$ cat src/hcfs_pkg.sv
package hcfs_pkg;
    // Clock rates
    localparam int CORE_CLK_HZ = 100_000_000;
    localparam int REF_TIMER_HZ = 10_000;
    // Reference timer period in core cycles
    localparam int REF_PERIOD_CYC = CORE_CLK_HZ / REF_TIMER_HZ;
    localparam int REF_CNT_W = 14;
    // Substitute slow clock half period in core cycles
    localparam int SLOW_HALF_CYC = 500;
    localparam int SLOW_CNT_W = 9;
    // Monitored clock indices
    localparam int NUM_CLK = 4;
    localparam int IDX_HOST_BUS = 0;
    localparam int IDX_OSC = 1;
    localparam int IDX_RX = 2;
    localparam int IDX_RING = 3;
    // Data width for parity
    localparam int DATA_BYTES = 4;

    typedef enum logic [1:0] {
        HCFS_RUN = 2'b00,
        HCFS_DRAIN = 2'b01,
        HCFS_SLOW = 2'b10
    } hcfs_state_e;

    typedef struct packed {
        logic dma_abort;
        logic slow_mode;
        logic low_power_reset;
    } hcfs_ctrl_s;
endpackage

$ cat src/hcfs_supervisor.sv
`timescale 1ns/100ps
`default_nettype none
module hcfs_supervisor
    import hcfs_pkg::*;
(
    // Clock and reset
    input wire logic core_clk,
    input wire logic reset,
    // Monitored clocks, asynchronous
    input wire logic host_bus_clock,
    input wire logic oscillator_clock_in,
    input wire logic recovered_rx_clock,
    input wire logic ring_reference_clock,
    // Host reinitialisation request and DMA status
    input wire logic host_reinit,
    input wire logic dma_active,
    // Internal data to protect
    input wire logic [8*hcfs_pkg::DATA_BYTES-1:0] data_in,
    // Supervisor outputs
    output logic [hcfs_pkg::NUM_CLK-1:0] clock_valid,
    output logic [hcfs_pkg::NUM_CLK-1:0] clock_substituted,
    output logic [hcfs_pkg::NUM_CLK-1:0] clock_out,
    output hcfs_pkg::hcfs_ctrl_s ctrl,
    output logic [8*hcfs_pkg::DATA_BYTES-1:0] data_out,
    output logic [hcfs_pkg::DATA_BYTES-1:0] parity_out
);
    import hcfs_pkg::*;

    // Odd parity for one byte
    function automatic logic odd_par(input logic [7:0] b);
        return ~(^b);
    endfunction

    // True when every monitored clock was seen in the last period
    function automatic logic all_valid(input logic [NUM_CLK-1:0] v);
        return &v;
    endfunction

    logic [NUM_CLK-1:0] clk_raw;
    logic [NUM_CLK-1:0] sync1, sync2, sync3;
    logic [NUM_CLK-1:0] next_sync1, next_sync2;
    logic [NUM_CLK-1:0] next_sync3;
    logic [NUM_CLK-1:0] seen, next_seen;
    logic [NUM_CLK-1:0] valid, next_valid;
    logic [REF_CNT_W-1:0] ref_cnt, next_ref_cnt;
    logic [SLOW_CNT_W-1:0] slow_cnt, next_slow_cnt;
    logic slow_clk, next_slow_clk;
    logic reinit_s1, reinit_s2;
    logic next_reinit_s1, next_reinit_s2;
    hcfs_state_e state, next_state;
    logic [NUM_CLK-1:0] next_clock_valid, next_subst, next_clock_out;
    hcfs_ctrl_s next_ctrl;
    logic [8*DATA_BYTES-1:0] next_data_out;
    logic [DATA_BYTES-1:0] next_parity;

    assign clk_raw = {ring_reference_clock, recovered_rx_clock,
                      oscillator_clock_in, host_bus_clock};

    // Synchroniser stages only shift; only the second stage reads the first stage
    always_comb begin
        next_sync1 = clk_raw;
        next_sync2 = sync1;
        next_reinit_s1 = host_reinit;
        next_reinit_s2 = reinit_s1;
    end

    // Two-stage synchronisers; clocks up to 33 MHz are sampled at 100 MHz
    always_ff @(posedge core_clk) begin
        if (reset) begin
            sync1 <= '0;
            sync2 <= '0;
            reinit_s1 <= 1'b0;
            reinit_s2 <= 1'b0;
        end else begin
            sync1 <= next_sync1;
            sync2 <= next_sync2;
            reinit_s1 <= next_reinit_s1;
            reinit_s2 <= next_reinit_s2;
        end
    end

    // Activity detection over each reference period
    always_comb begin
        next_sync3 = sync2;
        next_ref_cnt = ref_cnt + 1'b1;
        // Each level of a 33 MHz clock outlasts one core cycle, so no edge is lost
        next_seen = seen | (sync2 ^ sync3);
        next_valid = valid;
        if (ref_cnt == REF_CNT_W'(REF_PERIOD_CYC - 1)) begin
            next_ref_cnt = '0;
            next_valid = next_seen;
            next_seen = '0;
        end
    end

    // Substitute free-running slow clock
    always_comb begin
        next_slow_cnt = slow_cnt + 1'b1;
        next_slow_clk = slow_clk;
        if (slow_cnt == SLOW_CNT_W'(SLOW_HALF_CYC - 1)) begin
            next_slow_cnt = '0;
            next_slow_clk = ~slow_clk;
        end
    end

    // Failure sequencing; slow mode is left only by a host reinit
    always_comb begin
        next_state = state;
        next_ctrl = ctrl;
        next_ctrl.dma_abort = 1'b0;
        case (state)
            HCFS_RUN: begin
                if (!valid[IDX_HOST_BUS]) begin
                    next_ctrl.dma_abort = dma_active;
                    next_state = HCFS_SLOW;
                end else if (!all_valid(valid)) begin
                    next_state = dma_active ? HCFS_DRAIN : HCFS_SLOW;
                end
            end
            HCFS_DRAIN: begin
                // Host bus clock dying mid-drain upgrades to an abort
                if (!valid[IDX_HOST_BUS]) begin
                    next_ctrl.dma_abort = dma_active;
                    next_state = HCFS_SLOW;
                end else if (!dma_active) begin
                    next_state = HCFS_SLOW;
                end
            end
            HCFS_SLOW: begin
                // Reinit honoured only once every clock is back
                if (reinit_s2 && all_valid(valid)) begin
                    next_state = HCFS_RUN;
                end
            end
            default: next_state = HCFS_RUN;
        endcase
        next_ctrl.slow_mode = (next_state == HCFS_SLOW);
        next_ctrl.low_power_reset = (next_state == HCFS_SLOW);
    end

    // Output clock mux and parity generation
    always_comb begin
        next_clock_valid = valid;
        next_subst = '0;
        next_clock_out = sync2;
        if (state == HCFS_SLOW) begin
            next_subst = ~valid;
            for (int i = 0; i < NUM_CLK; i++) begin
                if (!valid[i]) begin
                    next_clock_out[i] = slow_clk;
                end
            end
        end
        next_data_out = data_in;
        for (int b = 0; b < DATA_BYTES; b++) begin
            next_parity[b] = odd_par(data_in[8*b +: 8]);
        end
    end

    // Activity detection state; all clocks count as valid until a full period
    always_ff @(posedge core_clk) begin
        if (reset) begin
            sync3 <= '0;
            seen <= '0;
            valid <= '1;
            ref_cnt <= '0;
        end else begin
            sync3 <= next_sync3;
            seen <= next_seen;
            valid <= next_valid;
            ref_cnt <= next_ref_cnt;
        end
    end

    // Slow clock runs always, so a substitute is ready the moment it is needed
    always_ff @(posedge core_clk) begin
        if (reset) begin
            slow_cnt <= '0;
            slow_clk <= 1'b0;
        end else begin
            slow_cnt <= next_slow_cnt;
            slow_clk <= next_slow_clk;
        end
    end

    // Sequencer state and control levels
    always_ff @(posedge core_clk) begin
        if (reset) begin
            state <= HCFS_RUN;
            ctrl <= '0;
        end else begin
            state <= next_state;
            ctrl <= next_ctrl;
        end
    end

    // Registered outputs; parity of all-zero data is all ones
    always_ff @(posedge core_clk) begin
        if (reset) begin
            clock_valid <= '1;
            clock_substituted <= '0;
            clock_out <= '0;
            data_out <= '0;
            parity_out <= '1;
        end else begin
            clock_valid <= next_clock_valid;
            clock_substituted <= next_subst;
            clock_out <= next_clock_out;
            data_out <= next_data_out;
            parity_out <= next_parity;
        end
    end
endmodule
`default_nettype wire

$ cat config.mk
export PLATFORM = sky130hd
export DESIGN_NAME = hcfs_supervisor
export DESIGN_NICKNAME = d
export VERILOG_FILES = /design/src/hcfs_pkg.sv /design/src/hcfs_supervisor.sv
export SDC_FILE = /design/constraint.sdc
export NUM_CORES = 1
export LEC_CHECK = 0
export ABC_CLOCK_PERIOD_IN_PS = 2250
export BUFFER_PORTS_ARGS = -buffer_cell sky130_fd_sc_hd__buf_2
export CORE_ASPECT_RATIO = 0.75
export CORE_UTILIZATION = 51
export CTS_BUF_LIST = sky130_fd_sc_hd__clkbuf_16
export DETAILED_ROUTE_END_ITERATION = 10
export GPL_ROUTABILITY_DRIVEN = 0
export HOLD_SLACK_MARGIN = 0.12
export PLACE_DENSITY = 0.8
export RECOVER_POWER = 100
export SLEW_MARGIN = 15
export SYNTH_ARGS = -nofsm -noshare
export SYNTH_HDL_FRONTEND = slang
export SYNTH_SLANG_ARGS = --single-unit
$ cat constraint.sdc
create_clock -name core_clk -period 2.25 [get_ports core_clk]
set_input_delay 0.45 -clock core_clk [delete_from_list [all_inputs] [get_ports core_clk]]
set_output_delay 0.45 -clock core_clk [all_outputs]
set_load 0.03 [all_outputs]
==> metrics.cfg <==
[clock_tree]
post_cts_buffers=0
clock_sinks=98
clk_buf_depth=2
tritoncts=done
cts.clk_slew.worst_paths_ps=70
tritoncts.num_buffers=9
post_cts.resized_instances=0
cts_hold_repair.buffers=0
buffer_type_at_the_clock_tree_root=clkbuf_16
clk_latency_ps=340
clock_tree.htree_level_count=3

[synth]
yosys.cell_count.top_type=dfxtp_1
post_synth_most_frequent_cells=98 x dfxtp_1, 47 x nor2b_1, 45 x nor2_1
synth.top_cells.by_area=dfxtp_1 57%, nor2b_1 8.6%, xnor2_1 8.4%
edff_count_synth=0
yosysTopAreaCell=dfxtp_1
ys_ff_latch=98
synth_area_um2=3435
ys.flop_type=dfxtp_1
asyncSetResetFlopFracSynth_pct=0
synth_seq_area_share_pct=57.12
syn-num-nets=373
syn-mean-instance-area_um2=10.38
synthesized_instance_count=331
synthDominantCellAreaShare_pct=57.12
count_of_yosys_warnings_during_synthesis=0
yosysUniqueCellTypes=32

[route]
remaining_drc_errors=0
ant_nets=0
first_pass_iters=4
route.detailed.wl_per_inst_um=11.62
via_count=2402
totalWireLength_um=5889
post_drt_via_cell_ratio=4.738
initial_drc_count=87

[timing]
final-max-slew-violation-count=0
worst_clock_skew_ps=9.631
finalSetupTns_ps=0
timing.final.crit_share_pct=92.42
worstMarginPinSlew_ps=1292
finalWorstSetupSlack_ps=170.5
timing_hold_violations_final=0
post_layout_minimum_cycle_time_ps=2079
setup_viol=0
rsz_0062_raised_after_global_routing=false
max_freq_ghz=0.4809
timing.slew.headroom_pct=13.84

[power_and_ir_drop]
totalPowerFinal_mw=3.704
p_leak_nw=1.612
power_per_cell_area_nw_per_um2=892.4
ir_drop_v=0.0004746

[finish]
finalNetCount=463
area.growth.synth_to_final_pct=20.84
num_antenna_cells=0
final_core_utilization_pct=64.72
final-instance-count-excl-fill=507
num-fill-cells=512
proportion_of_layout_cells_with_a_drive_suffix_above_1_pct=15.73

[floorplan]
die_y_um=73.07
initial_core_util_pct=53.56
ios=91
die_area_um2=7070
floorplan.rows=25
coreArea_um2=6412
floorplan.die.width_um=96.76

[outcome]
outcome=finished clean

[place]
dp_cells=491
place_ws_ps=203.4
dp_hpwl_um=4294
io_buffer_count=90

[grt]
globalRouteTotalUtil_pct=17.34
grt_pass1_wl_um=9528
largest_net_degree_at_the_start_of_global_routing=34
grt_pass1_vias=2207
grt_antenna_before_repair=0
grt-ovfl-total=0

[setup_path]
timing.critical_path.required_ps=2480
reg2reg_setup_slack_ps=170
classification_of_the_worst_setup_path=reg2reg
crit_start=ref_cnt[7]$_SDFF_PP0_
cp_data_arrival_time_ps=2310
largest_fanout_on_the_critical_path=9
critical_path.reg2reg.endpoint=next_clock_valid[2]$_SDFFE_PP1P_
startpoint_type=flop
r2r_start=ref_cnt[7]$_SDFF_PP0_
critPathCaptureType=flop
reg2reg_depth=3

[hold_path]
sink_of_the_worst_hold_path=next_reinit_s2$_SDFF_PP0_
min_delay_path_depth=2
hp-start=host_reinit
timing.hold.worst.class=in2reg

[run]
max_cap_violations=0

==> metal layers <==
metal / up-vias / global-route usage [%] / wire length, um
li1: 1242 / - / -
met1: 1082 / 19.63 / 2646
met2: 67 / 29.19 / 2809
met3: 11 / 5.939 / 345
met4: 0 / 9.784 / 87
met5: - / 0 / 0
==> power by group <==
group	switching, mW	internal (mW)
clock network	0.635	0.868
registers	0.0256	1.81
logic	0.227	0.139
total	0.888	2.82
==> worst max-delay path, cell delays in order, from the launching register on <==
cell	delay, ps
dfxtp_1	350
or4b_1	520
or4_1	700
a211o_2	400
==> metrics by stage <==
stage / cell area, um2 / hold slack (ps)
finish: 4150 / 326.7
global route: 4150 / 326.6
CTS: 4220 / 322.5
detailed placement: 3918 / 427.6
global placement: 3918 / 419.9
floorplan: 3435 / 413.8
==> state kept, by name, indices dropped and copies added (netlist names) <==
register           cells
ctrl                   2
clock_valid            4
state                  2
seen                   4
clock_substituted      4
parity_out             4
sync3                  4
next_reinit_s2         1
next_sync3             4
next_clock_valid       4
ref_cnt               14
next_sync2             4
clock_out              4
data_out              32
slow_cnt               9
slow_clk               1
reinit_s2              1
==> cell usage in the layout (no fill, tap or decap) <==
cell | netlist | final
dfxtp_1 | 98 | 98
clkbuf_1 | 10 | 52
nor2b_1 | 47 | 47
nor2_1 | 45 | 45
buf_2 | 0 | 38
xnor2_1 | 33 | 33
xor2_1 | 19 | 19
nand2_1 | 12 | 12
nand4_1 | 9 | 9
clkbuf_16 | 0 | 9
nor3_1 | 6 | 6
nand2b_1 | 5 | 5
nand3_1 | 5 | 5
a211o_2 | 4 | 4
inv_1 | 4 | 4
or2_2 | 5 | 4
o21ai_0 | 4 | 4
a21oi_1 | 4 | 4
nor4_1 | 3 | 3
clkinv_4 | 0 | 3
or4b_1 | 2 | 2
and4_1 | 2 | 2
ha_1 | 2 | 2
clkbuf_2 | 0 | 2
or4_1 | 1 | 1
nand2b_4 | 1 | 1
and3_2 | 1 | 1
and3_1 | 1 | 1
and2_1 | 1 | 1
or2_0 | 0 | 1
o211a_1 | 1 | 1
o21a_1 | 1 | 1
nor4b_1 | 1 | 1
inv_6 | 0 | 1
bufinv_16 | 0 | 1
clkinv_2 | 0 | 1
clkinvlp_4 | 0 | 1
buf_4 | 1 | 1
==> layout make-up <==
cell class / count / area (um2) / area share [%]
multi-input cells: 215 / 1366 / 32.92
flip-flops and latches: 98 / 1962 / 47.27
clock buffers: 9 / 225.2 / 5.427
clock inverters: 7 / 77.57 / 1.869
well taps: 81 / 101.3 / 2.442
inverters: 4 / 15.01 / 0.3618
repair buffers: 93 / 402.9 / 9.708
==> kinds of logic after synthesis <==
kind of cell	Yosys count	share of synthesized area [%]
AND/OR/NAND/NOR	147	22.95
flip-flops	98	57.12
XOR/XNOR	52	13.26
buffers and inverters	18	3.096
AO/OA/AOI/OAI	14	2.842
adder cells (fa/ha/maj)	2	0.7285
==> worst max-delay path by stage <==
stage	to	slack, ps	cells after the start
after global routing	next_clock_valid[2]$_SDFFE_PP1P_	100	3
after CTS	next_clock_valid[2]$_SDFFE_PP1P_	180	3
after floorplan	next_clock_valid[0]$_SDFFE_PP1P_	340	4
after detailed placement	next_clock_valid[1]$_SDFFE_PP1P_	200	3
final	next_clock_valid[2]$_SDFFE_PP1P_	170	3
after global placement	next_clock_valid[1]$_SDFFE_PP1P_	240	3
No activity file was read; power rests on OpenSTA's default activity.
